$ cat config.mk
export PLATFORM = sky130hd
export DESIGN_NAME = sos_selector
export DESIGN_NICKNAME = d
export VERILOG_FILES = /design/src/core/sos_pkg.sv /design/src/core/sos_selector.sv /design/src/core/sos_persist_timer.sv /design/src/core/sos_hyst_cmp.sv
export VERILOG_INCLUDE_DIRS = /design/src /design/src/core
export SDC_FILE = /design/constraint.sdc
export NUM_CORES = 2
export LEC_CHECK = 0
export BUFFER_PORTS_ARGS = -buffer_cell sky130_fd_sc_hd__buf_2
export CORE_AREA = 2 2 297 299
export DETAILED_ROUTE_END_ITERATION = 6
export DIE_AREA = 0 0 299 301
export MAX_ROUTING_LAYER = met4
export PLACE_DENSITY = 0.56
export REMOVE_ABC_BUFFERS = 1
export SLEW_MARGIN = 0
export SYNTH_ARGS = -nofsm -noshare
export SYNTH_HDL_FRONTEND = slang
export SYNTH_SLANG_ARGS = --single-unit
export TNS_END_PERCENT = 20
$ cat constraint.sdc
create_clock -name sys_clk_i -period 6.17 [get_ports sys_clk_i]
set_input_delay 1.234 -clock sys_clk_i [delete_from_list [all_inputs] [get_ports sys_clk_i]]
set_output_delay 1.234 -clock sys_clk_i [all_outputs]
set_load 0.02 [all_outputs]
$ cat src/core/sos_params.svh
`ifndef SOS_PARAMS_SVH
`define SOS_PARAMS_SVH

// clock and time base (all times counted in 1 ms ticks)
`define SOS_CLK_PERIOD_NS   4
`define SOS_TICK_NS         1000000
`define SOS_TICK_CYCLES     ((`SOS_TICK_NS + `SOS_CLK_PERIOD_NS - 1) / `SOS_CLK_PERIOD_NS)

// selector code ranges
`define SOS_SEL_MAX         16'h0034
`define SOS_SEL_INV_BASE    16'h0064
`define SOS_SEL_INV_MAX     16'h0098

// function codes carried by the condition vector
`define SOS_F_BASEBLOCK     6'h06
`define SOS_F_RESERVED7     6'h07
`define SOS_F_FREF_SRC      6'h08
`define SOS_F_FREF_LOSS     6'h09
`define SOS_F_RUN_SRC       6'h0A
`define SOS_F_FAULT         6'h0B
`define SOS_F_COMM          6'h0C
`define SOS_F_ALARM         6'h0D
`define SOS_F_FLT_RESTART   6'h0E
`define SOS_F_FDET1         6'h10
`define SOS_F_FDET2         6'h11
`define SOS_F_TRQ1          6'h12
`define SOS_F_TRQ2          6'h14
`define SOS_F_REVERSE       6'h16
`define SOS_F_REGEN         6'h18
`define SOS_F_RESTART       6'h19
`define SOS_F_OVL_PRE       6'h1A
`define SOS_F_OVERHEAT      6'h1B
`define SOS_F_FREQ_OUT      6'h23
`define SOS_F_ENABLE        6'h24
`define SOS_F_LOCAL         6'h26
`define SOS_F_PID_LOW       6'h28
`define SOS_F_PID_HIGH      6'h29

// overload pre-alarm ratio 9/10
`define SOS_PRE_NUM         20'h0_0009
`define SOS_PRE_DEN         20'h0_000A

// register indices, byte address = index * 4
`define SOS_IDX_RELAY1      5'h00
`define SOS_IDX_RELAY2      5'h01
`define SOS_IDX_OPENCOL     5'h02
`define SOS_IDX_FLEVEL      5'h03
`define SOS_IDX_FWIDTH      5'h04
`define SOS_IDX_TLEVEL1     5'h05
`define SOS_IDX_TTIME1      5'h06
`define SOS_IDX_TLEVEL2     5'h07
`define SOS_IDX_TTIME2      5'h08
`define SOS_IDX_RESTARTS    5'h09
`define SOS_IDX_PLOW_LVL    5'h0A
`define SOS_IDX_PLOW_TIME   5'h0B
`define SOS_IDX_PHIGH_LVL   5'h0C
`define SOS_IDX_PHIGH_TIME  5'h0D
`define SOS_IDX_OVL_LVL     5'h0E
`define SOS_IDX_OH_LVL      5'h0F
`define SOS_IDX_COMM        5'h10
`define SOS_IDX_STATUS      5'h11
`define SOS_CFG_COUNT       5'h11

// reset values
`define SOS_RST_RELAY1      16'h0000
`define SOS_RST_RELAY2      16'h000B
`define SOS_RST_OPENCOL     16'h0001
`define SOS_RST_CFG         16'h0000

`endif

$ cat src/core/sos_pkg.sv
package sos_pkg;

  typedef struct packed {
    logic baseblock;
    logic freq_ref_keypad;
    logic freq_ref_loss;
    logic run_cmd_keypad;
    logic fault;
    logic fault_reset_req;
    logic pid_feedback_high_alarm;
    logic pid_feedback_low_alarm;
    logic overcurrent_alarm;
    logic reverse;
    logic regenerating;
    logic restart_try;
    logic freq_output_active;
    logic enable_input;
    logic local_mode;
    logic closed_loop;
  } sos_status_s;

  typedef struct packed {
    logic signed [15:0] output_frequency;
    logic signed [15:0] motor_speed;
    logic        [15:0] torque;
    logic        [15:0] pid_feedback;
    logic        [15:0] overload_level;
    logic        [15:0] heatsink_temp;
  } sos_meas_s;

  typedef enum logic [1:0] {
    SOS_RS_IDLE      = 2'b00,
    SOS_RS_TRYING    = 2'b01,
    SOS_RS_EXHAUSTED = 2'b10
  } sos_restart_e;

endpackage : sos_pkg

$ cat src/core/sos_selector.sv
// The placing of the registers and the Avalon-MM slave port are this design's own decisions.
`timescale 1ns/1ps
`include "sos_params.svh"
// Contract
// - two relays and one open-collector output, each with its own selector code.
// - codes 100 to 152 drive the inverse of function code minus 100.
// - function 6 closes during baseblock, open otherwise.
// - function 8 closes when frequency reference comes from keypad.
// - function 9 closes when frequency reference loss is detected.
// - function 10 closes when run command comes from keypad.
// - function 11 closes whenever a fault is active.
// - function 12 follows the value the controller writes; holds otherwise.
// - function 13 closes on a PID feedback or overcurrent alarm, or with function 40 or 41; not on functions 26 and 27.
// - function 14 closes while a fault reset is attempted.
// - function 16 closes above level plus width, opens at level.
// - function 17 closes above level, opens at level minus width.
// - detections use magnitude, motor speed in closed-loop control.
// - functions 18 and 20 close when torque exceeds level longer than time.
// - function 22 closes while the motor turns in reverse.
// - function 24 closes while the motor regenerates.
// - function 25 closes during restarts, opens on clear or exhausted attempts.
// - function 26 closes when overload exceeds 90 percent of detection level.
// - function 27 closes when heatsink exceeds overheat level.
// - function 35 closes while the drive outputs frequency.
// - function 36 mirrors the drive-enable input.
// - function 38 closes in local mode, open in remote mode.
// - function 40 closes when feedback stays below low level past time.
// - function 41 closes when feedback stays above high level past time.
module sos_selector #(
  parameter int unsigned TICK_CYCLES = `SOS_TICK_CYCLES,
  parameter int unsigned DW          = 16
) (
  input  wire logic                sys_clk_i,
  input  wire logic                reset_i,
  input  wire logic [6:0]          avs_address_i,
  input  wire logic                avs_read_i,
  input  wire logic                avs_write_i,
  input  wire logic [31:0]         avs_writedata_i,
  input  wire logic [3:0]          avs_byteenable_i,
  output logic      [31:0]         avs_readdata_o,
  output logic                     avs_waitrequest_o,
  input  wire sos_pkg::sos_status_s status_i,
  input  wire sos_pkg::sos_meas_s   meas_i,
  output logic                     relay1_o,
  output logic                     relay2_o,
  output logic                     opencol_o
);
  localparam int unsigned NCFG = 17;
  localparam int unsigned TW   = (TICK_CYCLES > 1) ? $clog2(TICK_CYCLES) : 1;

  function automatic logic [15:0] rst_val(input logic [4:0] idx);
    if (idx == `SOS_IDX_RELAY1) begin
      rst_val = `SOS_RST_RELAY1;
    end else if (idx == `SOS_IDX_RELAY2) begin
      rst_val = `SOS_RST_RELAY2;
    end else if (idx == `SOS_IDX_OPENCOL) begin
      rst_val = `SOS_RST_OPENCOL;
    end else begin
      rst_val = `SOS_RST_CFG;
    end
  endfunction : rst_val

  // maps a selector code onto the condition vector, with inversion
  function automatic logic sel_out(input logic [15:0] code, input logic [52:0] c);
    logic [15:0] base;
    base = code - `SOS_SEL_INV_BASE;
    if (code <= `SOS_SEL_MAX) begin
      sel_out = c[code[5:0]];
    end else if (code >= `SOS_SEL_INV_BASE && code <= `SOS_SEL_INV_MAX) begin
      sel_out = ~c[base[5:0]];
    end else begin
      sel_out = 1'b0;
    end
  endfunction : sel_out

  function automatic logic [DW:0] mag(input logic signed [DW-1:0] v);
    mag = v[DW-1] ? (DW+1)'(-{v[DW-1], v}) : {1'b0, v};
  endfunction : mag

  // ---------------- register bus ----------------
  logic [15:0] cfg [NCFG];
  logic [2:0]  out_q;
  wire  [4:0]  idx      = avs_address_i[6:2];
  wire         req      = avs_read_i || avs_write_i;
  wire         take     = req && !avs_waitrequest_o;
  wire         hit_cfg  = idx < `SOS_CFG_COUNT;
  wire         hit_stat = idx == `SOS_IDX_STATUS;
  wire  [15:0] wmask    = {{8{avs_byteenable_i[1]}}, {8{avs_byteenable_i[0]}}};
  logic [31:0] rdata;
  logic [15:0] status_word;

  always_comb begin
    if (hit_cfg) begin
      rdata = {16'h0000, cfg[idx]};
    end else if (hit_stat) begin
      rdata = {16'h0000, status_word};
    end else begin
      rdata = 32'h0000_0000;
    end
  end

  // one wait state: request seen, then answered on the next edge
  always_ff @(posedge sys_clk_i) begin
    if (reset_i) begin
      avs_waitrequest_o <= 1'b1;
    end else begin
      avs_waitrequest_o <= !(req && avs_waitrequest_o);
    end
  end

  always_ff @(posedge sys_clk_i) begin
    if (reset_i) begin
      avs_readdata_o <= 32'h0000_0000;
    end else if (avs_read_i && avs_waitrequest_o) begin
      avs_readdata_o <= rdata;
    end
  end

  always_ff @(posedge sys_clk_i) begin
    if (reset_i) begin
      for (int i = 0; i < NCFG; i++) begin
        cfg[i] <= rst_val(5'(i));
      end
    end else if (take && avs_write_i && hit_cfg) begin
      cfg[idx] <= (cfg[idx] & ~wmask) | (avs_writedata_i[15:0] & wmask);
    end
  end

  // ---------------- time base ----------------
  logic [TW-1:0] div_cnt;
  logic          tick;

  always_ff @(posedge sys_clk_i) begin
    if (reset_i || div_cnt == TW'(TICK_CYCLES - 1)) begin
      div_cnt <= '0;
    end else begin
      div_cnt <= div_cnt + 1'b1;
    end
  end

  always_ff @(posedge sys_clk_i) begin
    if (reset_i) begin
      tick <= 1'b0;
    end else begin
      tick <= div_cnt == TW'(TICK_CYCLES - 1);
    end
  end

  // ---------------- frequency detections ----------------
  wire [DW-1:0] flevel = cfg[`SOS_IDX_FLEVEL];
  wire [DW-1:0] fwidth = cfg[`SOS_IDX_FWIDTH];
  wire [DW:0]   speed_mag = status_i.closed_loop ? mag(meas_i.motor_speed)
                                                 : mag(meas_i.output_frequency);
  wire [DW:0]   lvl_plus  = {1'b0, flevel} + {1'b0, fwidth};
  wire [DW:0]   lvl_minus = (fwidth > flevel) ? '0 : {1'b0, flevel - fwidth};
  logic         fdet1;
  logic         fdet2;

  sos_hyst_cmp #(.DW(DW)) u_fdet1 (
    .sys_clk_i (sys_clk_i),
    .reset_i   (reset_i),
    .mag_i     (speed_mag),
    .on_thr_i  (lvl_plus),
    .off_thr_i ({1'b0, flevel}),
    .det_o     (fdet1)
  );

  sos_hyst_cmp #(.DW(DW)) u_fdet2 (
    .sys_clk_i (sys_clk_i),
    .reset_i   (reset_i),
    .mag_i     (speed_mag),
    .on_thr_i  ({1'b0, flevel}),
    .off_thr_i (lvl_minus),
    .det_o     (fdet2)
  );

  // ---------------- persistence timers ----------------
  // 0: torque 1, 1: torque 2, 2: pid low, 3: pid high
  wire  [3:0]    pers_cond = {
    meas_i.pid_feedback > cfg[`SOS_IDX_PHIGH_LVL],
    meas_i.pid_feedback < cfg[`SOS_IDX_PLOW_LVL],
    meas_i.torque > cfg[`SOS_IDX_TLEVEL2],
    meas_i.torque > cfg[`SOS_IDX_TLEVEL1]
  };
  wire  [DW-1:0] pers_time [4];
  logic [3:0]    pers_det;

  assign pers_time[0] = cfg[`SOS_IDX_TTIME1];
  assign pers_time[1] = cfg[`SOS_IDX_TTIME2];
  assign pers_time[2] = cfg[`SOS_IDX_PLOW_TIME];
  assign pers_time[3] = cfg[`SOS_IDX_PHIGH_TIME];

  for (genvar g = 0; g < 4; g++) begin : g_pers
    sos_persist_timer #(.DW(DW)) u_tmr (
      .sys_clk_i (sys_clk_i),
      .reset_i   (reset_i),
      .tick_i    (tick),
      .cond_i    (pers_cond[g]),
      .time_i    (pers_time[g]),
      .det_o     (pers_det[g])
    );
  end

  // ---------------- restart tracking ----------------
  sos_pkg::sos_restart_e rs_state;
  sos_pkg::sos_restart_e next_rs_state;
  logic [15:0]           rs_count;
  logic                  try_q;
  wire                   try_rise = status_i.restart_try && !try_q;
  wire                   try_fall = !status_i.restart_try && try_q;
  wire                   rs_limit = rs_count >= cfg[`SOS_IDX_RESTARTS];

  always_comb begin
    next_rs_state = rs_state;
    case (rs_state)
      sos_pkg::SOS_RS_IDLE: begin
        if (try_rise && cfg[`SOS_IDX_RESTARTS] != 16'h0000) begin
          next_rs_state = sos_pkg::SOS_RS_TRYING;
        end
      end
      sos_pkg::SOS_RS_TRYING: begin
        if (!status_i.fault) begin
          next_rs_state = sos_pkg::SOS_RS_IDLE;
        end else if (try_fall && rs_limit) begin
          next_rs_state = sos_pkg::SOS_RS_EXHAUSTED;
        end
      end
      sos_pkg::SOS_RS_EXHAUSTED: begin
        if (!status_i.fault) begin
          next_rs_state = sos_pkg::SOS_RS_IDLE;
        end
      end
      default: next_rs_state = sos_pkg::SOS_RS_IDLE;
    endcase
  end

  always_ff @(posedge sys_clk_i) begin
    if (reset_i) begin
      rs_state <= sos_pkg::SOS_RS_IDLE;
      try_q    <= 1'b0;
    end else begin
      rs_state <= next_rs_state;
      try_q    <= status_i.restart_try;
    end
  end

  // attempts counted from the first try until the fault clears
  always_ff @(posedge sys_clk_i) begin
    if (reset_i || next_rs_state == sos_pkg::SOS_RS_IDLE) begin
      rs_count <= 16'h0000;
    end else if (try_rise && !(&rs_count)) begin
      rs_count <= rs_count + 16'h0001;
    end
  end

  // ---------------- pre-alarms ----------------
  wire [19:0] ovl_lhs = 20'(meas_i.overload_level) * `SOS_PRE_DEN;
  wire [19:0] ovl_rhs = 20'(cfg[`SOS_IDX_OVL_LVL]) * `SOS_PRE_NUM;
  wire        ovl_pre = ovl_lhs > ovl_rhs;
  wire        oh_pre  = meas_i.heatsink_temp > cfg[`SOS_IDX_OH_LVL];

  // ---------------- condition vector ----------------
  logic [52:0] cond;
  logic [2:0]  comm_bits;

  assign comm_bits = cfg[`SOS_IDX_COMM][2:0];

  always_comb begin
    cond                       = '0;
    cond[`SOS_F_BASEBLOCK]     = status_i.baseblock;
    cond[`SOS_F_FREF_SRC]      = status_i.freq_ref_keypad;
    cond[`SOS_F_FREF_LOSS]     = status_i.freq_ref_loss;
    cond[`SOS_F_RUN_SRC]       = status_i.run_cmd_keypad;
    cond[`SOS_F_FAULT]         = status_i.fault;
    cond[`SOS_F_ALARM]         = status_i.pid_feedback_high_alarm
                               || status_i.pid_feedback_low_alarm
                               || status_i.overcurrent_alarm
                               || pers_det[2] || pers_det[3];
    cond[`SOS_F_FLT_RESTART]   = status_i.fault_reset_req;
    cond[`SOS_F_FDET1]         = fdet1;
    cond[`SOS_F_FDET2]         = fdet2;
    cond[`SOS_F_TRQ1]          = pers_det[0];
    cond[`SOS_F_TRQ2]          = pers_det[1];
    cond[`SOS_F_REVERSE]       = status_i.reverse;
    cond[`SOS_F_REGEN]         = status_i.regenerating;
    cond[`SOS_F_RESTART]       = rs_state == sos_pkg::SOS_RS_TRYING;
    cond[`SOS_F_OVL_PRE]       = ovl_pre;
    cond[`SOS_F_OVERHEAT]      = oh_pre;
    cond[`SOS_F_FREQ_OUT]      = status_i.freq_output_active;
    cond[`SOS_F_ENABLE]        = status_i.enable_input;
    cond[`SOS_F_LOCAL]         = status_i.local_mode;
    cond[`SOS_F_PID_LOW]       = pers_det[2];
    cond[`SOS_F_PID_HIGH]      = pers_det[3];
  end

  // ---------------- output selection ----------------
  for (genvar o = 0; o < 3; o++) begin : g_out
    logic [52:0] cond_o;
    always_comb begin
      cond_o              = cond;
      cond_o[`SOS_F_COMM] = comm_bits[o];
    end
    always_ff @(posedge sys_clk_i) begin
      if (reset_i) begin
        out_q[o] <= 1'b0;
      end else begin
        out_q[o] <= sel_out(cfg[o], cond_o);
      end
    end
  end

  assign relay1_o    = out_q[0];
  assign relay2_o    = out_q[1];
  assign opencol_o   = out_q[2];
  assign status_word = {2'b00, rs_state, pers_det, fdet2, fdet1, oh_pre, ovl_pre,
                        1'b0, out_q};

  // ---------------- checks ----------------
  property p_baseblock;
    @(posedge sys_clk_i) disable iff (reset_i)
      (cfg[0] == 16'h0006 && status_i.baseblock) |=> relay1_o;
  endproperty
  a_baseblock: assert property (p_baseblock) else $error("baseblock not shown");

  property p_fault_inv;
    @(posedge sys_clk_i) disable iff (reset_i)
      (cfg[1] == 16'h006F && status_i.fault) |=> !relay2_o;
  endproperty
  a_fault_inv: assert property (p_fault_inv) else $error("inverted fault wrong");

  property p_fault;
    @(posedge sys_clk_i) disable iff (reset_i)
      (cfg[1] == 16'h000B) |=> (relay2_o == $past(status_i.fault));
  endproperty
  a_fault: assert property (p_fault) else $error("fault not mirrored");

  property p_reserved;
    @(posedge sys_clk_i) disable iff (reset_i)
      (cfg[2] == 16'h0007) ##1 (cfg[2] == 16'h006B) |=> !$past(opencol_o) && opencol_o;
  endproperty
  a_reserved: assert property (p_reserved) else $error("reserved code drove output");

  property p_comm;
    @(posedge sys_clk_i) disable iff (reset_i)
      (cfg[0] == 16'h000C) |=> (relay1_o == $past(comm_bits[0]));
  endproperty
  a_comm: assert property (p_comm) else $error("comm output not followed");

  property p_restart_clear;
    @(posedge sys_clk_i) disable iff (reset_i)
      (rs_state == sos_pkg::SOS_RS_TRYING && !status_i.fault)
        |=> rs_state == sos_pkg::SOS_RS_IDLE ##1 !cond[`SOS_F_RESTART];
  endproperty
  a_restart_clear: assert property (p_restart_clear) else $error("restart not ended");

  property p_magnitude;
    @(posedge sys_clk_i) disable iff (reset_i)
      (status_i.closed_loop && !meas_i.motor_speed[DW-1]) |->
        speed_mag == {1'b0, meas_i.motor_speed};
  endproperty
  a_magnitude: assert property (p_magnitude) else $error("speed source wrong");

endmodule : sos_selector

$ cat src/core/sos_persist_timer.sv
`timescale 1ns/1ps
module sos_persist_timer #(
  parameter int unsigned DW = 16
) (
  input  wire logic          sys_clk_i,
  input  wire logic          reset_i,
  input  wire logic          tick_i,
  input  wire logic          cond_i,
  input  wire logic [DW-1:0] time_i,
  output logic               det_o
);
  logic [DW:0] count;
  wire         over = count > {1'b0, time_i};
  wire         sat  = &count;

  // counts ticks while the condition holds, any gap restarts it
  always_ff @(posedge sys_clk_i) begin
    if (reset_i || !cond_i) begin
      count <= '0;
    end else if (tick_i && !sat) begin
      count <= count + 1'b1;
    end
  end

  always_ff @(posedge sys_clk_i) begin
    if (reset_i) begin
      det_o <= 1'b0;
    end else begin
      det_o <= cond_i && over;
    end
  end

  property p_drop;
    @(posedge sys_clk_i) disable iff (reset_i) !cond_i |=> !det_o;
  endproperty
  a_drop: assert property (p_drop) else $error("persist detect not dropped");

endmodule : sos_persist_timer

$ cat src/core/sos_hyst_cmp.sv
`timescale 1ns/1ps
module sos_hyst_cmp #(
  parameter int unsigned DW = 16
) (
  input  wire logic        sys_clk_i,
  input  wire logic        reset_i,
  input  wire logic [DW:0] mag_i,
  input  wire logic [DW:0] on_thr_i,
  input  wire logic [DW:0] off_thr_i,
  output logic             det_o
);
  // closes above on threshold, opens at or below off threshold
  always_ff @(posedge sys_clk_i) begin
    if (reset_i) begin
      det_o <= 1'b0;
    end else if (mag_i > on_thr_i) begin
      det_o <= 1'b1;
    end else if (mag_i <= off_thr_i) begin
      det_o <= 1'b0;
    end
  end

  property p_close;
    @(posedge sys_clk_i) disable iff (reset_i) (mag_i > on_thr_i) |=> det_o;
  endproperty
  a_close: assert property (p_close) else $error("detect did not close");

  property p_hold;
    @(posedge sys_clk_i) disable iff (reset_i)
      (det_o && mag_i > off_thr_i) |=> det_o;
  endproperty
  a_hold: assert property (p_hold) else $error("detect released early");

endmodule : sos_hyst_cmp

==> impl_metrics.py <==
metrics = {
    "power_and_ir_drop": {
        "ir_worst_vdd_mv": 0.171,
        "p_clk_frac": 0.397,
        "swShare": 0.272,
        "p_switching_mw": 3.02,
        "p_leak_nw": 17.2,
        "comb_power_share": 0.143,
        "cellPowerDensity_nw_per_um2": 260,
        "p_seq_frac": 0.461,
        "p_int_mw": 8.05,
    },
    "min_path": {
        "hp-class": "register to register",
    },
    "setup_path": {
        "crit_path_end_kind": "register",
        "worstSetupPathType": "input pin to register",
        "critPathMaxFanout": 3,
        "cp.arrival_ns": 6.29,
        "start_kind": "input pin",
        "cp.required_ns": 6.72,
    },
    "route": {
        "dr.first_iter.drc_count": 2569,
        "wl_um": 110000,
        "drc": 0,
        "ant_nets": 0,
        "viasPerCell": 5.44,
        "vias": 26700,
        "drtPass1Iterations": 5,
        "wl_per_cell_um": 22.3,
    },
    "synth": {
        "syn-mean-instance-area_um2": 11.3,
        "synth-async-reset-ratio": 0,
        "ys_ff_latch": 644,
        "synth_warnings": 0,
        "synth_seq_area_share": 0.487,
        "netlist_area_um2": 37000,
        "yosysUniqueCellTypes": 78,
        "synth_ff_type": "edfxtp_1",
        "synth-edff-count": 512,
        "postSynthCellCount": 3290,
    },
    "global_route": {
        "overflow": 0,
        "antenna_found_initial": 6,
        "grt_pass1_vias": 25700,
        "grt_pass1_wl_um": 162000,
        "grt_usage": 0.250,
        "grt_max_degree": 68,
    },
    "run_status": {
        "outcome": "completed",
    },
    "clock_tree": {
        "cts.sinks": 644,
        "cts_root_buf": "clkbuf_16",
        "cts_made_buffers": 75,
        "htree_levels": 3,
        "cts_buffer_depth": 3,
        "clk_latency_ns": 0.64,
        "cts_tree": "done",
        "cts.clk_slew.worst_paths_ns": 0.07,
    },
    "run": {
        "maxCapViolCount": 0,
    },
    "sta": {
        "max_slew_margin": 0.230,
        "setup_viol": 0,
        "tightestPinTransition_ns": 1.15,
        "rsz0062_at_grt": "no",
        "slew_violations": 0,
        "fin_crit_sh": 0.930,
        "tns_ns": 0,
        "hold_viol": 0,
        "period_minus_slack_ns": 5.74,
        "fmax_mhz": 174,
        "fin_skew_ns": 0.0424,
    },
    "die": {
        "die_y_um": 301,
        "start_util": 0.428,
        "row_count": 108,
        "design.core.area_um2": 86500,
        "die-area_um2": 90000,
        "die_w_um": 299,
        "ios": 195,
    },
    "cells_and_area": {
        "final_nets": 4192,
        "syn_to_final_growth_pct": 15.1,
        "fill_cells": 8036,
        "fin_cells": 4920,
        "drive_above_1_share": 0.138,
    },
    "placement": {
        "dpl.hpwl_um": 81800,
        "io_buffers": 158,
        "dp_cells": 4776,
        "gp_congestion": 0.924,
    },
}
[final cells by class]
class | instances | area, um2 | area share
Antenna cell | 6 | 15.0 | 0.000352
Tap cell | 1155 | 1450 | 0.0339
Clock inverter | 36 | 327 | 0.00766
Sequential cell | 644 | 18000 | 0.423
Timing Repair Buffer | 232 | 1370 | 0.0322
Clock buffer | 102 | 2090 | 0.0490
Inverter | 259 | 972 | 0.0228
Multi-Input combinational cell | 2486 | 18400 | 0.431
[layout by cell type (no fill, tap or decap), types with 83 or more instances in the layout]
master    instances
dfxtp_1         132
xor2_1           83
nor2_1          481
mux4_2          133
o21ai_0          96
xnor2_1          83
ha_1            331
inv_1           259
a21oi_1         116
conb_1          257
buf_2           156
nand2_1         177
edfxtp_1        512
[metrics by stage]
step	area (um2)	util	hold slack (ns)	total power [mW]	setup WS, ns
6_report	42600	0.493	0.470	11.1	0.435
5_1_grt	42600	0.493	0.489	11.5	0.0561
4_1_cts	42600	0.493	0.474	11.1	0.411
3_5_place_dp	40200	0.465	0.459	6.76	-0.211
3_3_place_gp	40200	0.465	0.446	6.74	-0.181
2_1_floorplan	37300	-	0.426	6.05	0.443
[kinds of logic after synthesis]
family | share of synthesized area
and+or+nand+nor | 0.134
DFF | 0.487
AOI/OAI and AO/OA | 0.0881
buffers and inverters | 0.0455
adders and majority gates | 0.114
muxes | 0.0927
xor gates and xnor gates | 0.0393
other | 0.000101
[path summary, 6_finish.rpt]
check,slack [ns],end,cells after the start,startpoint
max,0.43,relay2_o,22,meas_i[19]
min,0.47,div_cnt[0],1,div_cnt[0]
max reg2reg,0.86,relay2_o,20,cfg[14][1]
min reg2reg,0.47,div_cnt[0],1,div_cnt[0]
[power by group through the flow]
stage / combinational [mW] / sequential (mW) / clock, mW
6_report: 1.58 / 5.10 / 4.39
4_1_cts: 1.57 / 5.10 / 4.44
5_1_grt: 1.73 / 5.12 / 4.61
3_3_place_gp: 1.56 / 5.19 / 0
2_1_floorplan: 0.923 / 5.13 / 0
3_5_place_dp: 1.56 / 5.19 / 0
[synth_stat cells, types with 45 or more instances]
cell,instances,area (um2)
a21oi_1,116,581
a22oi_1,52,390
clkbuf_1,92,345
dfxtp_1,132,2640
edfxtp_1,512,15400
ha_1,331,4140
inv_1,259,972
mux4_2,133,3000
nand2_1,177,664
nand3_1,64,320
nand4_1,76,475
nor2_1,481,1810
nor2b_1,45,282
nor3_1,66,330
o21ai_0,97,485
xnor2_1,83,727
xor2_1,83,727
[registers in the layout (all words and copies together), names as in the netlist, 2 cells and up]
name	flops
g_pers.u_tmr.count	68
cfg	512
div_cnt	18
rs_state	2
rs_count	16
avs_readdata_o	16
g_pers.u_tmr.det_o	4
[timing repair]
action	in CTS	in global routing
endpoints found under the setup margin	0	2
hold buffers	0	0
resized for setup	0	1
setup buffers	0	0
[layer usage]
metal / vias to the layer above / global-route usage / part of all wire
met2: 955 / 0.391 / 0.46
met1: 13000 / 0.336 / 0.43
met5: - / - / 0
li1: 12700 / - / -
met3: 160 / 0.0350 / 0.080
met4: 0 / 0.0794 / 0.032
[worst max-delay path: stages]
cell and delay, ns:
buf_2 0.11, ha_1 0.28, ha_1 0.16, inv_1 0.05, fa_1 0.39, nor2b_1 0.12, o21ai_0 0.10, a21boi_0 0.25
o21ai_1 0.13, a211oi_1 0.29, o21ai_0 0.16, a21oi_1 0.20, o41a_1 0.17, xor2_1 0.07, ha_1 0.29, and4_1 0.23
nand4_1 0.15, o41a_1 0.55, or3_1 0.38, a311o_1 0.32, mux4_2 0.47, o221ai_2 0.17
No activity file was read; power rests on OpenSTA's default activity.
